## src/include/sgcf_defs.vh

```
// Constants for the serial gated clock fan-out block.
// Assumes inclusion by bare name from the core files; definitions only.
`ifndef SGCF_DEFS_VH
`define SGCF_DEFS_VH
`define SGCF_NUM_OUT        10
`define SGCF_TARGET_ADDR    7'h69
`define SGCF_NUM_CFG_BYTES  2'h3
`define SGCF_GATE_RESET     8'hFF
`define SGCF_LOW_LSB        0
`define SGCF_MID_LSB        4
`define SGCF_HIGH_LSB       6
`define SGCF_ST_IDLE        3'h0
`define SGCF_ST_ADDR        3'h1
`define SGCF_ST_ACK         3'h2
`define SGCF_ST_CMD         3'h3
`define SGCF_ST_CNT         3'h4
`define SGCF_ST_DATA        3'h5
`define SGCF_ST_IGNORE      3'h6
`endif

```

## src/core/sgcf_out_gate.v

```verilog
// Per-output gate: glitch-free enable capture and three-state control.
// Assumes refClk is already synchronised to sys_clk.
`timescale 1ns/1ns
`include "sgcf_defs.vh"
module sgcf_out_gate (
  input  wire                    sys_clk,
  input  wire                    srst,
  input  wire                    refClk,
  input  wire                    outEnable,
  input  wire [`SGCF_NUM_OUT-1:0] gateReq,
  output reg  [`SGCF_NUM_OUT-1:0] clkOut_ff,
  output reg  [`SGCF_NUM_OUT-1:0] clkOe_ff
);
  reg [`SGCF_NUM_OUT-1:0] gateLive_ff;

  always @(posedge sys_clk) begin
    if (srst) begin
      gateLive_ff <= {`SGCF_NUM_OUT{1'b1}};
      clkOut_ff   <= {`SGCF_NUM_OUT{1'b0}};
      clkOe_ff    <= {`SGCF_NUM_OUT{1'b0}};
    end else begin
      // Only load new enables while the reference is low: no runt pulses
      if (!refClk) begin
        gateLive_ff <= gateReq;
      end
      clkOut_ff <= {`SGCF_NUM_OUT{refClk}} & gateLive_ff;
      clkOe_ff  <= {`SGCF_NUM_OUT{outEnable}};
    end
  end
endmodule // sgcf_out_gate

```

## src/core/sgcf_fanout.v

```verilog
// Top of the serial gated clock fan-out: serial receiver, gate bytes, outputs.
// Assumes all pins are asynchronous to sys_clk; the serial clock is much slower.
`timescale 1ns/1ns
`include "sgcf_defs.vh"
module sgcf_fanout (
  input  wire                     sys_clk,
  input  wire                     srst,
  input  wire                     refClkPin,
  input  wire                     outEnablePin,
  input  wire                     serialClkPin,
  input  wire                     serialDataIn,
  output reg                      serialDataOut_ff,
  output reg                      serialDataOe_ff,
  output wire [`SGCF_NUM_OUT-1:0] fanoutClk,
  output wire [`SGCF_NUM_OUT-1:0] fanoutOe
);
  ////////////////////////////////////////////////////////////////////////////
  // Pin synchronisers
  reg [1:0] refSync_ff;
  reg [1:0] oeSync_ff;
  reg [1:0] sclSync_ff;
  reg [1:0] sdaSync_ff;
  reg       sclPrev_ff;
  reg       sdaPrev_ff;

  always @(posedge sys_clk) begin
    if (srst) begin
      refSync_ff <= 2'h0;
      oeSync_ff  <= 2'h3;
      sclSync_ff <= 2'h3;
      sdaSync_ff <= 2'h3;
      sclPrev_ff <= 1'b1;
      sdaPrev_ff <= 1'b1;
    end else begin
      refSync_ff <= {refSync_ff[0], refClkPin};
      oeSync_ff  <= {oeSync_ff[0], outEnablePin};
      sclSync_ff <= {sclSync_ff[0], serialClkPin};
      sdaSync_ff <= {sdaSync_ff[0], serialDataIn};
      sclPrev_ff <= sclSync_ff[1];
      sdaPrev_ff <= sdaSync_ff[1];
    end
  end

  wire scl      = sclSync_ff[1];
  wire sda      = sdaSync_ff[1];
  wire sclRise  = scl & ~sclPrev_ff;
  wire sclFall  = ~scl & sclPrev_ff;
  wire startSeen = scl & sclPrev_ff & sdaPrev_ff & ~sda;
  wire stopSeen  = scl & sclPrev_ff & ~sdaPrev_ff & sda;

  ////////////////////////////////////////////////////////////////////////////
  // Serial receiver: address, command code, byte count, then data bytes
  reg [2:0] state_ff;
  reg [2:0] retState_ff;
  reg [2:0] bitCnt_ff;
  reg [7:0] shift_ff;
  reg [1:0] byteIdx_ff;
  reg       ackPending_ff;
  reg [7:0] gateLow_ff;
  reg [7:0] gateMid_ff;
  reg [7:0] gateHigh_ff;

  // Block-write framing: command and count bytes are acked and discarded
  always @(posedge sys_clk) begin
    if (srst) begin
      state_ff         <= `SGCF_ST_IDLE;
      retState_ff      <= `SGCF_ST_IDLE;
      bitCnt_ff        <= 3'h0;
      shift_ff         <= 8'h00;
      byteIdx_ff       <= 2'h0;
      ackPending_ff    <= 1'b0;
      serialDataOut_ff <= 1'b0;
      serialDataOe_ff  <= 1'b0;
      gateLow_ff       <= `SGCF_GATE_RESET;
      gateMid_ff       <= `SGCF_GATE_RESET;
      gateHigh_ff      <= `SGCF_GATE_RESET;
    end else if (startSeen) begin
      state_ff        <= `SGCF_ST_ADDR;
      bitCnt_ff       <= 3'h0;
      byteIdx_ff      <= 2'h0;
      serialDataOe_ff <= 1'b0;
    end else if (stopSeen) begin
      state_ff        <= `SGCF_ST_IDLE;
      serialDataOe_ff <= 1'b0;
    end else begin
      case (state_ff)
        `SGCF_ST_ADDR, `SGCF_ST_CMD, `SGCF_ST_CNT, `SGCF_ST_DATA: begin
          if (sclRise) begin
            shift_ff  <= {shift_ff[6:0], sda};
            bitCnt_ff <= bitCnt_ff + 3'h1;
            if (bitCnt_ff == 3'h7) begin
              ackPending_ff <= 1'b1;
            end
          end
          if (sclFall && ackPending_ff) begin
            ackPending_ff <= 1'b0;
            if (state_ff == `SGCF_ST_ADDR) begin
              // Address A6 first, direction last; reads are not supported
              if (shift_ff[7:1] == `SGCF_TARGET_ADDR && !shift_ff[0]) begin
                serialDataOe_ff <= 1'b1;
                retState_ff     <= `SGCF_ST_CMD;
                state_ff        <= `SGCF_ST_ACK;
              end else begin
                state_ff <= `SGCF_ST_IGNORE;
              end
            end else begin
              serialDataOe_ff <= 1'b1;
              state_ff        <= `SGCF_ST_ACK;
              if (state_ff == `SGCF_ST_CMD) begin
                retState_ff <= `SGCF_ST_CNT;
              end else begin
                retState_ff <= `SGCF_ST_DATA;
              end
              if (state_ff == `SGCF_ST_DATA) begin
                // Unused bits are stored but never used
                case (byteIdx_ff)
                  2'h0: gateLow_ff  <= shift_ff;
                  2'h1: gateMid_ff  <= shift_ff;
                  2'h2: gateHigh_ff <= shift_ff;
                  default: ;
                endcase
                if (byteIdx_ff != `SGCF_NUM_CFG_BYTES) begin
                  byteIdx_ff <= byteIdx_ff + 2'h1;
                end
              end
            end
          end
        end
        `SGCF_ST_ACK: begin
          if (sclFall) begin
            serialDataOe_ff <= 1'b0;
            bitCnt_ff       <= 3'h0;
            state_ff        <= retState_ff;
          end
        end
        `SGCF_ST_IDLE, `SGCF_ST_IGNORE: begin
          serialDataOe_ff <= 1'b0;
        end
        default: begin
          state_ff <= `SGCF_ST_IDLE;
        end
      endcase
    end
  end

  ////////////////////////////////////////////////////////////////////////////
  // Output gating
  wire [`SGCF_NUM_OUT-1:0] gateReq = {gateHigh_ff[7:`SGCF_HIGH_LSB],
                                      gateMid_ff[7:`SGCF_MID_LSB],
                                      gateLow_ff[3:`SGCF_LOW_LSB]};

  sgcf_out_gate uGate (
    .sys_clk   (sys_clk),
    .srst      (srst),
    .refClk    (refSync_ff[1]),
    .outEnable (oeSync_ff[1]),
    .gateReq   (gateReq),
    .clkOut_ff (fanoutClk),
    .clkOe_ff  (fanoutOe)
  );
endmodule // sgcf_fanout

```

## config.mk

```make
export PLATFORM = sky130hd
export DESIGN_NAME = sgcf_fanout
export DESIGN_NICKNAME = d
export VERILOG_FILES = /design/src/core/sgcf_out_gate.v /design/src/core/sgcf_fanout.v
export VERILOG_INCLUDE_DIRS = /design/src /design/src/include
export SDC_FILE = /design/constraint.sdc
export NUM_CORES = 1
export LEC_CHECK = 0
export BUFFER_PORTS_ARGS = -buffer_cell sky130_fd_sc_hd__buf_2
export CORE_AREA = 2 2 94 96
export CTS_CLUSTER_DIAMETER = 50
export CTS_CLUSTER_SIZE = 25
export DETAILED_ROUTE_END_ITERATION = 8
export DIE_AREA = 0 0 96 98
export GPL_TIMING_DRIVEN = 0
export PLACE_DENSITY_LB_ADDON = 0.12
export SKIP_LAST_GASP = 1
export SYNTH_ARGS = -nofsm -noshare
export SYNTH_HDL_FRONTEND = slang
export SYNTH_SLANG_ARGS = --single-unit
```

## constraint.sdc

```tcl
create_clock -name sys_clk -period 2.3 [get_ports sys_clk]
set_input_delay 0 -clock sys_clk [delete_from_list [all_inputs] [get_ports sys_clk]]
set_output_delay 0 -clock sys_clk [all_outputs]
set_load 0.01 [all_outputs]
```

# [After elaboration in Yosys (flattened, before gate mapping)]
# Cells that the tools add are included.
[word_totals] reg_bits=72 out_inout_bits=22 input_bits=6 word_cells=102
[classes] mux=21 eq_ne=19 n_reduce_logical=24 n_addsub=2 bitwise_logic=16
[ops] operator="$mux 3" count=8
[ops] operator="$reduce_and 7->1" count=3
[ops] operator="$eq 3x3->1 const B" count=4
[ops] operator="$reduce_and 4->1" count=3
[ops] operator="$and 10x10->10" count=1
[ops] operator="$mux 1" count=10
[ops] operator="$reduce_and 5->1" count=2
[ops] operator="$pmux 3 s3" count=1
[ops] operator="$ne 2x2->1 const B" count=4
[ops] operator="$ne 4x4->1 const B" count=2
[ops] operator="$not 1->1" count=8
[ops] operator="$and 1x1->1" count=7
[ops] operator="$eq 7x7->1 const B" count=1
[ops] operator="$eq 3x2->1 const B" count=2
[ops] operator="$ne 3x3->1 const B" count=2
[ops] operator="$pmux 3 s2" count=1
[ops] operator="$reduce_and 3->1" count=2
[ops] operator="$reduce_and 6->1" count=1
[ops] operator="$reduce_bool 2->1" count=3
[ops] operator="$reduce_or 2->1" count=2
[ops] operator="$reduce_or 4->1" count=1
[ops] operator="$add 3x1->3 const B" count=1
[ops] operator="$eq 3x1->1 const B" count=1
[ops] operator="$logic_not 3->1" count=1
[ops] operator="other kinds (10)" count=11

# [Depth between registers and ports, before layout]
# Gate-level depths: netlist of run 1.
[depth] ltp_word=8 depth_mapped=6 ltp_nobuf=5

# [By module]
# Synthesis of run 1 repeated with hierarchy kept, for this count alone.
[hier_totals] cells_unflattened=284 hier_area_um2=2587.5
[modules_own_cells] module="sgcf_fanout" seq_area_each_um2=820.8 instances=1 area_per_inst_um2=1848.0 cells_each=208
[modules_own_cells] module="sgcf_out_gate" seq_area_each_um2=420.4 instances=1 area_per_inst_um2=739.5 cells_each=76

# [Worst setup path after synthesis of run 1]
# OpenSTA, ideal clock, no wires.
[synth_timing] kind="flip-flop to flip-flop" start="register state_ff[0]" end="register retState_ff[2]" synth_period_minus_slack_ns=1.424 slack_ns=0.876 arrival_time_ns=1.308 path_stages_with_launch=5 n_path_buf=1 setup_time_ns=0.116 required_ns=2.184 path_cell_list="dfxtp_1 buf_4 or3b_1 or3_1 and3b_1"
[synth_between] elab_chain_cells=3 elab_cells_between_ends=8 classes_between="eq/ne: 5; mux: 1; reduce/logical: 2"
[synth_rtl] element="from (decl)" line_no="sgcf_fanout.v:53" source="reg [2:0] state_ff;"
[synth_rtl] element="from (signal assigned)" line_no="sgcf_fanout.v:66" source="state_ff <= `SGCF_ST_IDLE;"
[synth_rtl] element="from (signal assigned)" line_no="sgcf_fanout.v:78" source="state_ff <= `SGCF_ST_ADDR;"
[synth_rtl] element="from (signal assigned)" line_no="sgcf_fanout.v:83" source="state_ff <= `SGCF_ST_IDLE;"
[synth_rtl] element="$eq 3x1->1, or another cell as far along" line_no="sgcf_fanout.v:86" source="case (state_ff)"
[synth_rtl] element="$ne 2x1->1 (no source line) or $reduce_or 4->1 (tied branches)"
[synth_rtl] element="$reduce_and 5->1 (no source line)"
[synth_rtl] element="to (signal assigned)" line_no="sgcf_fanout.v:101" source="retState_ff <= `SGCF_ST_CMD;"
[synth_rtl] element="to (signal assigned)" line_no="sgcf_fanout.v:110" source="retState_ff <= `SGCF_ST_CNT;"
[synth_rtl] element="to (signal assigned)" line_no="sgcf_fanout.v:112" source="retState_ff <= `SGCF_ST_DATA;"
[synth_rtl] element="to (decl)" line_no="sgcf_fanout.v:54" source="reg [2:0] retState_ff;"
# Parallel ways exist; a longest one is shown, timed or not.
# A chain may end at the register's enable or synchronous reset.

# [Final worst setup path of run 1]
[layout_timing] start="register state_ff[1]" end="register gateMid_ff[4]"
[layout_between] elab_chain_cells=3 elab_cells_between_ends=7 classes_between="eq/ne: 4; bitwise: 1; reduce/logical: 2"
[layout_rtl] element="$eq 3x1->1, or another cell as far along" line_no="sgcf_fanout.v:86"
[layout_rtl] element="$reduce_or 4->1 or $not 1->1 (tied branches)"
[layout_rtl] element="$reduce_and 7->1 (no source line) (*)"
[layout_rtl] element="to (signal assigned)" line_no="sgcf_fanout.v:75" source="gateMid_ff <= `SGCF_GATE_RESET;"
[layout_rtl] element="to (signal assigned)" line_no="sgcf_fanout.v:118" source="2'h1: gateMid_ff <= shift_ff;"
[layout_rtl] element="to (decl)" line_no="sgcf_fanout.v:60" source="reg [7:0] gateMid_ff;"
# Every way passes the cells marked *; elsewhere a longest branch is shown, timed or not.

==> results of run 1 <==
-- flip-flops by register name, indices dropped and copies added (netlist names) --
signal,cells
shift_ff,8
retState_ff,3
bitCnt_ff,3
gateMid_ff,4
refSync_ff,2
gateLow_ff,4
ackPending_ff,1
sclPrev_ff,1
uGate.clkOut_ff,10
serialDataOe_ff,1
sclSync_ff,2
oeSync_ff,2
state_ff,3
gateHigh_ff,2
uGate.clkOe_ff,1
sdaSync_ff,2
sdaPrev_ff,1
uGate.gateLive_ff,10
byteIdx_ff,2
-- stage by stage --
step	cells	hold WS [ns]
after floorplan	279	0.104
after global placement	413	0.182
after detailed placement	413	0.186
after CTS	434	0.357
after global routing	434	0.366
final	434	0.374
-- layer usage --
metal  up-vias  track usage, %  share of wire [%]
met5         -               0                  0
met4         0            4.62                1.6
met3         7            4.86                4.1
met2        31            17.7                 45
met1       856            14.9                 49
li1       1019               -                  -
-- repair_timing --
action | in CTS | in global routing
buffers inserted | 0 | 0
hold buffers | 5 | 0
hold endpoints to repair | 6 | 0
-- cells in the final DEF (no fill, tap or decap), types with 2 or more instances in the layout --
cell type	count
ha_1	6
nand2b_1	3
dlygate4sd3_1	5
dfxtp_1	62
o21bai_1	2
nor3_1	10
clkbuf_1	8
or2_2	8
clkinvlp_4	2
nor2_1	23
inv_1	4
buf_2	30
and4bb_2	3
clkbuf_8	9
a211oi_1	5
a21oi_1	35
nor2b_1	8
buf_4	12
nand3_1	9
o21ai_0	5
bufinv_16	2
nand2_1	43
a211o_1	2
a31oi_1	2
-- power by group --
group	leakage (nW)	total, mW	switching, mW	internal, mW
Combinational	0.568	0.124	0.0675	0.0566
Sequential	0.504	1.10	0.00844	1.09
Clock	0.106	1.06	0.451	0.613
Total	1.18	2.29	0.527	1.76
-- critical path: cells and delay by family (launching register included) --
family / cells / cell delay [ns]
simple gates: 3 / 0.87
flops: 1 / 0.36
buf+inv: 1 / 0.19
compound gates: 1 / 0.06
-- area by class of cell --
| class | count | area (sq um) |
|---|---|---|
| fill | 890 | 5450 |
| timing repair buffer | 31 | 180 |
| sequential | 62 | 1240 |
| inverter | 5 | 18.8 |
| buffer | 25 | 151 |
| tap | 108 | 135 |
| clock inverter | 7 | 97.6 |
| clock buffer | 9 | 124 |
| multi-input combinational | 187 | 1070 |
-- kinds of logic (layout without fill, tap and decap cells) --
family	Yosys count	in the layout	synth area share (%)
xor+xnor	2	2	0.707
compound gates	60	60	15.2
mux	1	1	0.404
fa+ha+maj	6	6	3.03
flops	62	62	50.1
buf+inv	30	77	6.87
simple gates	117	117	23.5
other cells	1	1	0.151
-- worst paths after layout --
kind	from	cells after the start	slack [ns]	end
setup / recovery	state_ff[1]	5	0.71	gateMid_ff[4]
hold / removal	serialClkPin	3	0.37	sclSync_ff[0]
setup reg to reg	state_ff[1]	5	0.71	gateMid_ff[4]
hold reg to reg	oeSync_ff[0]	1	0.41	oeSync_ff[1]
==> results.yml, run 1 <==
status:
  status: "complete, no violations"
synth:
  synth-seq-cells: 62
  synth_most_common_cell: "dfxtp_1"
  synthArstFlopShare_pct: 0
  syn_area_per_cell_sq_um: 8.88
  yosysTopAreaCell: "dfxtp_1"
  synthTopCellsByArea: "dfxtp_1 (50%), a21oi_1 (7.1%), nand2_1 (6.5%), buf_4 (3.6%), nor2_1 (3.5%)"
  synth_commonest_cells: "dfxtp_1 (62), nand2_1 (43), a21oi_1 (35)"
  synth-seq-area-share_pct: 50.1
  synth_flop_cell: "dfxtp_1"
  syn_area_sq_um: 2480
  synth_edf_count: 0
  synth_top_area_share_pct: 50.1
  syn-instance-count: 279
  ys_types: 45
  syn_nets: 291
  yosysWarningCount: 0
cts:
  cts_tree: "done"
  htree_num_levels: 3
  clock_latency_ns: 0.34
  clockBufferDepth: 2
  numCtsBuffers: 9
  clock_sinks: 62
  path_clk_slew_ns: 0.07
  cts_resized: 0
  cts-root-buf: "clkbuf_8"
sta:
  worst_slack_ns: 0.707
  setup_viol_count_final: 0
  finalCritPeriodShare_pct: 69.3
  fmax_mhz: 628
  fin_skew_ns: 0.00527
  finalMaxSlewViolations: 0
  max_slew_margin_pct: 63.3
  period_minus_slack_ns: 1.59
  setup_tns_ns: 0
  tightest_slew_ns: 0.550
  final_hold_viol_count: 0
  rsz0062_at_grt: "no"
layout:
  final_core_util_pct: 35.6
  syn2layout_area_growth_pct: 21.7
  antenna_cells: 0
  fin_nets: 333
  stdcell_area_sq_um: 3020
  drive_gt1_share_pct: 23.3
critical_path:
  worstPathMaxFanout: 10
  cpPeakStageDelay_ns: 0.36
  worst_ep_required_time_ns: 2.52
  path_cells: "buf_4 > and4bb_2 > nand3_1 > nor3_1 > a21oi_1"
  critical_path_class: "flop to flop"
  cp_slowest_cell: "dfxtp_1"
  startpoint_type: "flop"
  cp-end-kind: "flop"
  arrival_ns: 1.81
drt:
  drc_errors: 0
  drt_wl_total_um: 4960
  ant_nets: 0
  wire_per_inst_um: 11.4
  first_pass_iters: 4
  vias: 1913
  initialDrtViolationCount: 64
  routed_via_density: 4.41
global_route:
  grt_overflow: 0
  grt_usage_pct: 11.8
  grt_max_degree: 13
  antenna_found_initial: 0
  grt_pass1_wl_um: 8480
  grt_pass1_vias: 1735
floorplanning:
  ios: 28
  initial_core_util_pct: 29.3
  core_area_sq_um: 8470
  die_w_um: 96
  die-area_sq_um: 9410
  std_cell_rows: 34
  die-height_um: 98
power_and_ir_drop:
  p_per_area_nw_per_um2: 759
  p_leak_nw: 1.18
  peakVddDrop_uv: 317
  p_total_mw: 2.29
placement:
  gp_congestion: 0.757
  place_area_sq_um: 2740
  portBuffers: 26
  detailedPlace.worstSlack_ns: 0.730
  hpwl_um: 3550
job:
  maxCapViolCount: 0
min_path:
  min_path_type: "input pin to flop"
Power figures use the tool's default switching activity.
==> run 2, diff against run 1 <==
ABC_AREA = 1   (was unset)
CORE_AREA = 2 2 93 95   (was 2 2 94 96)
DIE_AREA = 0 0 95 97   (was 0 0 96 98)
clock period = 1.46 ns   (was 2.3 ns; I/O delays follow)
==> results.yml, run 2 <==
status:
  status: "complete, no violations"
layout:
  instances_no_fill: 449
  antenna_cells: 0
  final_common_cell: "nand2_1"
  syn2layout_area_growth_pct: 23.0
  layout_common_cells: "nand2_1 (67), dfxtp_1 (62), inv_1 (28), nor2_1 (28), buf_2 (26)"
  drive_gt1_share_pct: 20.9
  reg.largest.list: "uGate.clkOut_ff: 10 flops, uGate.gateLive_ff: 10 flops, shift_ff: 8 flops"
  fin_nets: 351
synth:
  yosysTopAreaCell: "dfxtp_1"
  syn-instance-count: 297
  synth_edf_count: 0
  synthTopCellsByArea: "dfxtp_1 (52%), nand2_1 (11%), nand3_1 (5.0%), nor2_1 (4.6%), inv_1 (4.4%)"
  syn_area_sq_um: 2390
  synth_top_area_share_pct: 51.9
  ys_types: 27
  synth_commonest_cells: "nand2_1 (68), dfxtp_1 (62), nor2_1 (29)"
  synth-seq-cells: 62
  syn_area_per_cell_sq_um: 8.05
  synth-seq-area-share_pct: 51.9
  syn_nets: 309
  synthArstFlopShare_pct: 0
  yosysWarningCount: 0
  synth_flop_cell: "dfxtp_1"
  synth_most_common_cell: "nand2_1"
cts:
  clock_latency_ns: 0.34
  cts_tree: "done"
  numCtsBuffers: 9
  path_clk_slew_ns: 0.08
  clockBufferDepth: 2
  cts-root-buf: "clkbuf_8"
  htree_num_levels: 3
  clock_sinks: 62
sta:
  rsz0062_at_grt: "yes"
  setup_tns_ns: 0
  setup_viol_count_final: 0
  max_slew_margin_pct: 65.1
  finalMaxSlewViolations: 0
  period_minus_slack_ns: 1.35
  fmax_mhz: 741
  fin_skew_ns: 0.0116
  tightest_slew_ns: 0.523
  final_hold_viol_count: 0
  finalCritPeriodShare_pct: 92.4
critical_path:
  cp-startpoint: "state_ff[2]"
  r2r_slack_ns: 0.11
  reg2regPathDepth: 7
  worst_ep_required_time_ns: 1.69
  arrival_ns: 1.58
  startpoint_type: "flop"
  path_cells: "nand2_1 > clkinv_2 > nor2_4 > nand2_4 > buf_6 > o21ai_0 > a21oi_1"
  r2r-end: "shift_ff[6]"
  critical_path_class: "flop to flop"
  path_buf_inv: 2
  worstPathMaxFanout: 10
  cp_slowest_cell: "dfxtp_1"
  cpPeakStageDelay_ns: 0.36
  critPathTopFamily: "simple AND/OR/NAND/NOR gates"
  cp-end-kind: "flop"
  rr_startpoint: "state_ff[2]"
power_and_ir_drop:
  p_per_area_nw_per_um2: 1360
  p_leak_nw: 1.42
  p_total_mw: 4.00
  peakVddDrop_uv: 461
job:
  maxCapViolCount: 0
drt:
  routed_via_density: 4.25
  drc_errors: 0
  drt_wl_total_um: 4820
  wire_per_inst_um: 10.7
  first_pass_iters: 4
  ant_nets: 0
  vias: 1910
  initialDrtViolationCount: 58
placement:
  portBuffers: 26
  hpwl_um: 3400
  dp_cells: 428
  gp_congestion: 0.795
global_route:
  grt_max_degree: 14
  antenna_found_initial: 0
  grt_usage_pct: 11.6
  grt_pass1_vias: 1805
  grt_overflow: 0
  grt_pass1_wl_um: 8320
floorplanning:
  initial_core_util_pct: 29.4
  die-height_um: 97
  die-area_sq_um: 9220
  std_cell_rows: 33
  die_w_um: 95
  core_area_sq_um: 8130
  ios: 28
min_path:
  hold_depth: 3
  min_to: "sclSync_ff[0]"
  min_path_type: "input pin to flop"
  worstHoldStart: "serialClkPin"
run 2: final cells by class:
| cell class | instances | area (sq um) |
|---|---|---|
| clock buffers | 9 | 124 |
| fillers | 853 | 5190 |
| multi-input cells | 187 | 932 |
| inverters | 31 | 118 |
| repair buffers | 31 | 180 |
| flip-flops and latches | 62 | 1240 |
| plain buffers | 17 | 109 |
| well taps | 105 | 131 |
| clock inverters | 7 | 105 |
run 2: how the worst max path moves through the flow:
stage,cells past startpoint,endpoint,slack [ns]
3_3_place_gp,6,gateLow_ff[0],0.1
6_report,7,shift_ff[6],0.11
5_1_grt,7,state_ff[2],-0.02
3_5_place_dp,6,gateLow_ff[1],0.08
4_1_cts,6,gateLow_ff[0],0.06
2_1_floorplan,7,shift_ff[4],0.30
run 2: cell families (layout without fill, tap and decap cells):
family / after synthesis / count (layout) / synth area share (%)
and+or+nand+nor: 139 / 139 / 25.8
DFF: 62 / 62 / 51.9
buffers and inverters: 48 / 95 / 9.48
AOI/OAI and AO/OA: 41 / 41 / 9.53
adders and majority gates: 6 / 6 / 3.14
other: 1 / 1 / 0.157
run 2: metal layers:
metal  vias to the layer above  part of all wire [%]  track usage, %
met1                       865                    49            14.4
met5                         -                     0               0
li1                       1018                     -               -
met2                        22                    46            18.2
met4                         0                   1.3            4.35
met3                         5                   3.6            4.21
run 2: worst register-to-register path: stages, from the launching register on:
cell and delay [ns]:
dfxtp_1 0.36, nand2_1 0.13, clkinv_2 0.09, nor2_4 0.17
nand2_4 0.11, buf_6 0.15, o21ai_0 0.17, a21oi_1 0.06
run 2: repair_timing:
| item | CTS | global route |
|---|---|---|
| setup endpoints to repair | 0 | 7 |
| hold buffers | 5 | 0 |
| gates resized for setup | 0 | 4 |
| endpoints found under the hold margin | 6 | 0 |
| setup buffers | 0 | 0 |
run 2: power by group:
part           internal [mW]  total (mW)  switching, mW
registers               1.75        1.79         0.0374
logic                  0.180       0.477          0.297
clock network          0.987        1.74          0.748
total                   2.92        4.00           1.08
run 2: metrics by stage:
stage	instance area, sq um	worst slack (ns)	hold slack [ns]	utilization [%]
2_1_floorplan	2390	0.297	0.104	-
3_3_place_gp	2650	0.0950	0.184	32.6
3_5_place_dp	2650	0.0792	0.187	32.6
4_1_cts	2930	0.0616	0.362	36.0
5_1_grt	2940	-0.0209	0.381	36.1
6_report	2940	0.111	0.375	36.1
==> run 3, diff against run 2 <==
clock period = 1.6 ns   (was 1.46 ns; I/O delays follow)
==> results.yml, run 3 (synthesis results as in run 2) <==
placement:
  portBuffers: 26
  hpwl_um: 3400
  gp_congestion: 0.795
global_route:
  grt_pass1_vias: 1805
  grt_usage_pct: 11.6
  met2_usage_pct: 18.2
  grt_use_met3_pct: 4.21
  antenna_found_initial: 0
  grt_util_met1_pct: 14.4
  busiest_layer: "met2"
  grt_overflow: 0
  grt_pass1_wl_um: 8320
  grt_max_degree: 14
power_and_ir_drop:
  p_leak_nw: 1.42
  peakVddDrop_uv: 422
  p_per_area_nw_per_um2: 1250
  pwr-share-clk_pct: 43.5
  comb_power_share_pct: 11.9
  pwr-share-seq_pct: 44.6
  p_int_mw: 2.66
  switching_power_mw: 0.991
  swShare_pct: 27.1
floorplanning:
  die-height_um: 97
  die-area_sq_um: 9220
  die_w_um: 95
  std_cell_rows: 33
  initial_core_util_pct: 29.4
  ios: 28
  core_area_sq_um: 8130
status:
  status: "complete, no violations"
drt:
  ant_nets: 0
  wire_per_inst_um: 10.7
  routed_via_density: 4.24
  first_pass_iters: 4
  drt_wl_total_um: 4810
  drc_errors: 0
  initialDrtViolationCount: 54
  vias: 1906
critical_path:
  worst_ep_required_time_ns: 1.87
  endpoint: "state_ff[1]"
  worstPathMaxFanout: 5
  critical_path_class: "flop to flop"
  arrival_ns: 1.65
  r2r_slack_ns: 0.23
  r2r-end: "state_ff[1]"
  cp-end-kind: "flop"
  reg2regPathDepth: 7
  rr_startpoint: "state_ff[0]"
  cp-startpoint: "state_ff[0]"
  startpoint_type: "flop"
sta:
  finalMaxSlewViolations: 0
  final_hold_viol_count: 0
  fin_skew_ns: 0.0114
  tightest_slew_ns: 0.523
  fmax_mhz: 728
  holdWs_ns: 0.373
  period_minus_slack_ns: 1.37
  rsz0062_at_grt: "no"
  setup_tns_ns: 0
  finalCritPeriodShare_pct: 85.9
  max_slew_margin_pct: 65.2
  setup_viol_count_final: 0
cts:
  clock_latency_ns: 0.34
  clockBufferDepth: 2
  cts_resized: 0
  numCtsBuffers: 9
  clock_sinks: 62
  htree_num_levels: 3
  cts_tree: "done"
  cts-root-buf: "clkbuf_8"
  path_clk_slew_ns: 0.08
layout:
  layout_common_cells: "nand2_1 (68), dfxtp_1 (62), nor2_1 (29)"
  final_common_cell: "nand2_1"
  reg.largest.list: "uGate.clkOut_ff: 10 flops, uGate.gateLive_ff: 10 flops, shift_ff: 8 flops"
  antenna_cells: 0
  fin_nets: 351
  drive_gt1_share_pct: 20.1
  syn2layout_area_growth_pct: 22.6
min_path:
  min_path_type: "input pin to flop"
  hold_depth: 3
job:
  maxCapViolCount: 0
==> run 3: worst max-delay path: stages, from the launching register on <==
cell	delay, ns
dfxtp_1	0.34
inv_1	0.13
nand2_1	0.10
nor2_2	0.20
inv_1	0.08
o21ai_0	0.25
nand2_1	0.09
a21oi_1	0.12
==> run 3: power by group through the flow <==
stage	sequential, mW	clock, mW	combinational [mW]
finish	1.63	1.59	0.434
global route	1.64	1.72	0.495
CTS	1.63	1.64	0.438
detailed placement	1.67	0	0.428
global placement	1.66	0	0.433
floorplan	1.67	0	0.311
==> run 3: what timing repair did <==
action,in CTS,in global routing
buffers inserted,0,0
hold buffers,5,0
endpoints found under the hold margin,6,0
==> run 3: metrics by stage <==
stage / power, mW / cell area (sq um) / utilization (%) / std cells / worst slack, ns
3_5_place_dp: 2.09 / 2650 / 32.6 / 428 / 0.219
3_3_place_gp: 2.10 / 2650 / 32.6 / 428 / 0.235
4_1_cts: 3.71 / 2930 / 36.0 / 449 / 0.202
6_report: 3.65 / 2930 / 36.0 / 449 / 0.226
5_1_grt: 3.85 / 2930 / 36.0 / 449 / 0.0562
2_1_floorplan: 1.98 / 2390 / - / 297 / 0.437
==> run 3: worst min-delay path by stage <==
| stage | start | to | slack, ns |
|---|---|---|---|
| 6_report | serialClkPin | sclSync_ff[0] | 0.37 |
| 5_1_grt | outEnablePin | oeSync_ff[0] | 0.38 |
| 3_3_place_gp | serialDataIn | sdaSync_ff[0] | 0.18 |
| 2_1_floorplan | outEnablePin | oeSync_ff[0] | 0.10 |
| 3_5_place_dp | outEnablePin | oeSync_ff[0] | 0.19 |
| 4_1_cts | serialClkPin | sclSync_ff[0] | 0.36 |
==> run 3: metal layers <==
layer | vias to the layer above | wire [um]
li1 | 1018 | -
met1 | 855 | 2350
met2 | 24 | 2200
met3 | 9 | 174
met4 | 0 | 74
met5 | - | 0
==> run 3: area by class of cell <==
cell class / instances / area, sq um
Buffer: 17 / 109
Clock buffer: 9 / 124
Clock inverter: 7 / 105
Fill cell: 856 / 5200
Inverter: 31 / 118
Multi-Input combinational cell: 187 / 922
Sequential cell: 62 / 1240
Tap cell: 105 / 131
Timing Repair Buffer: 31 / 180
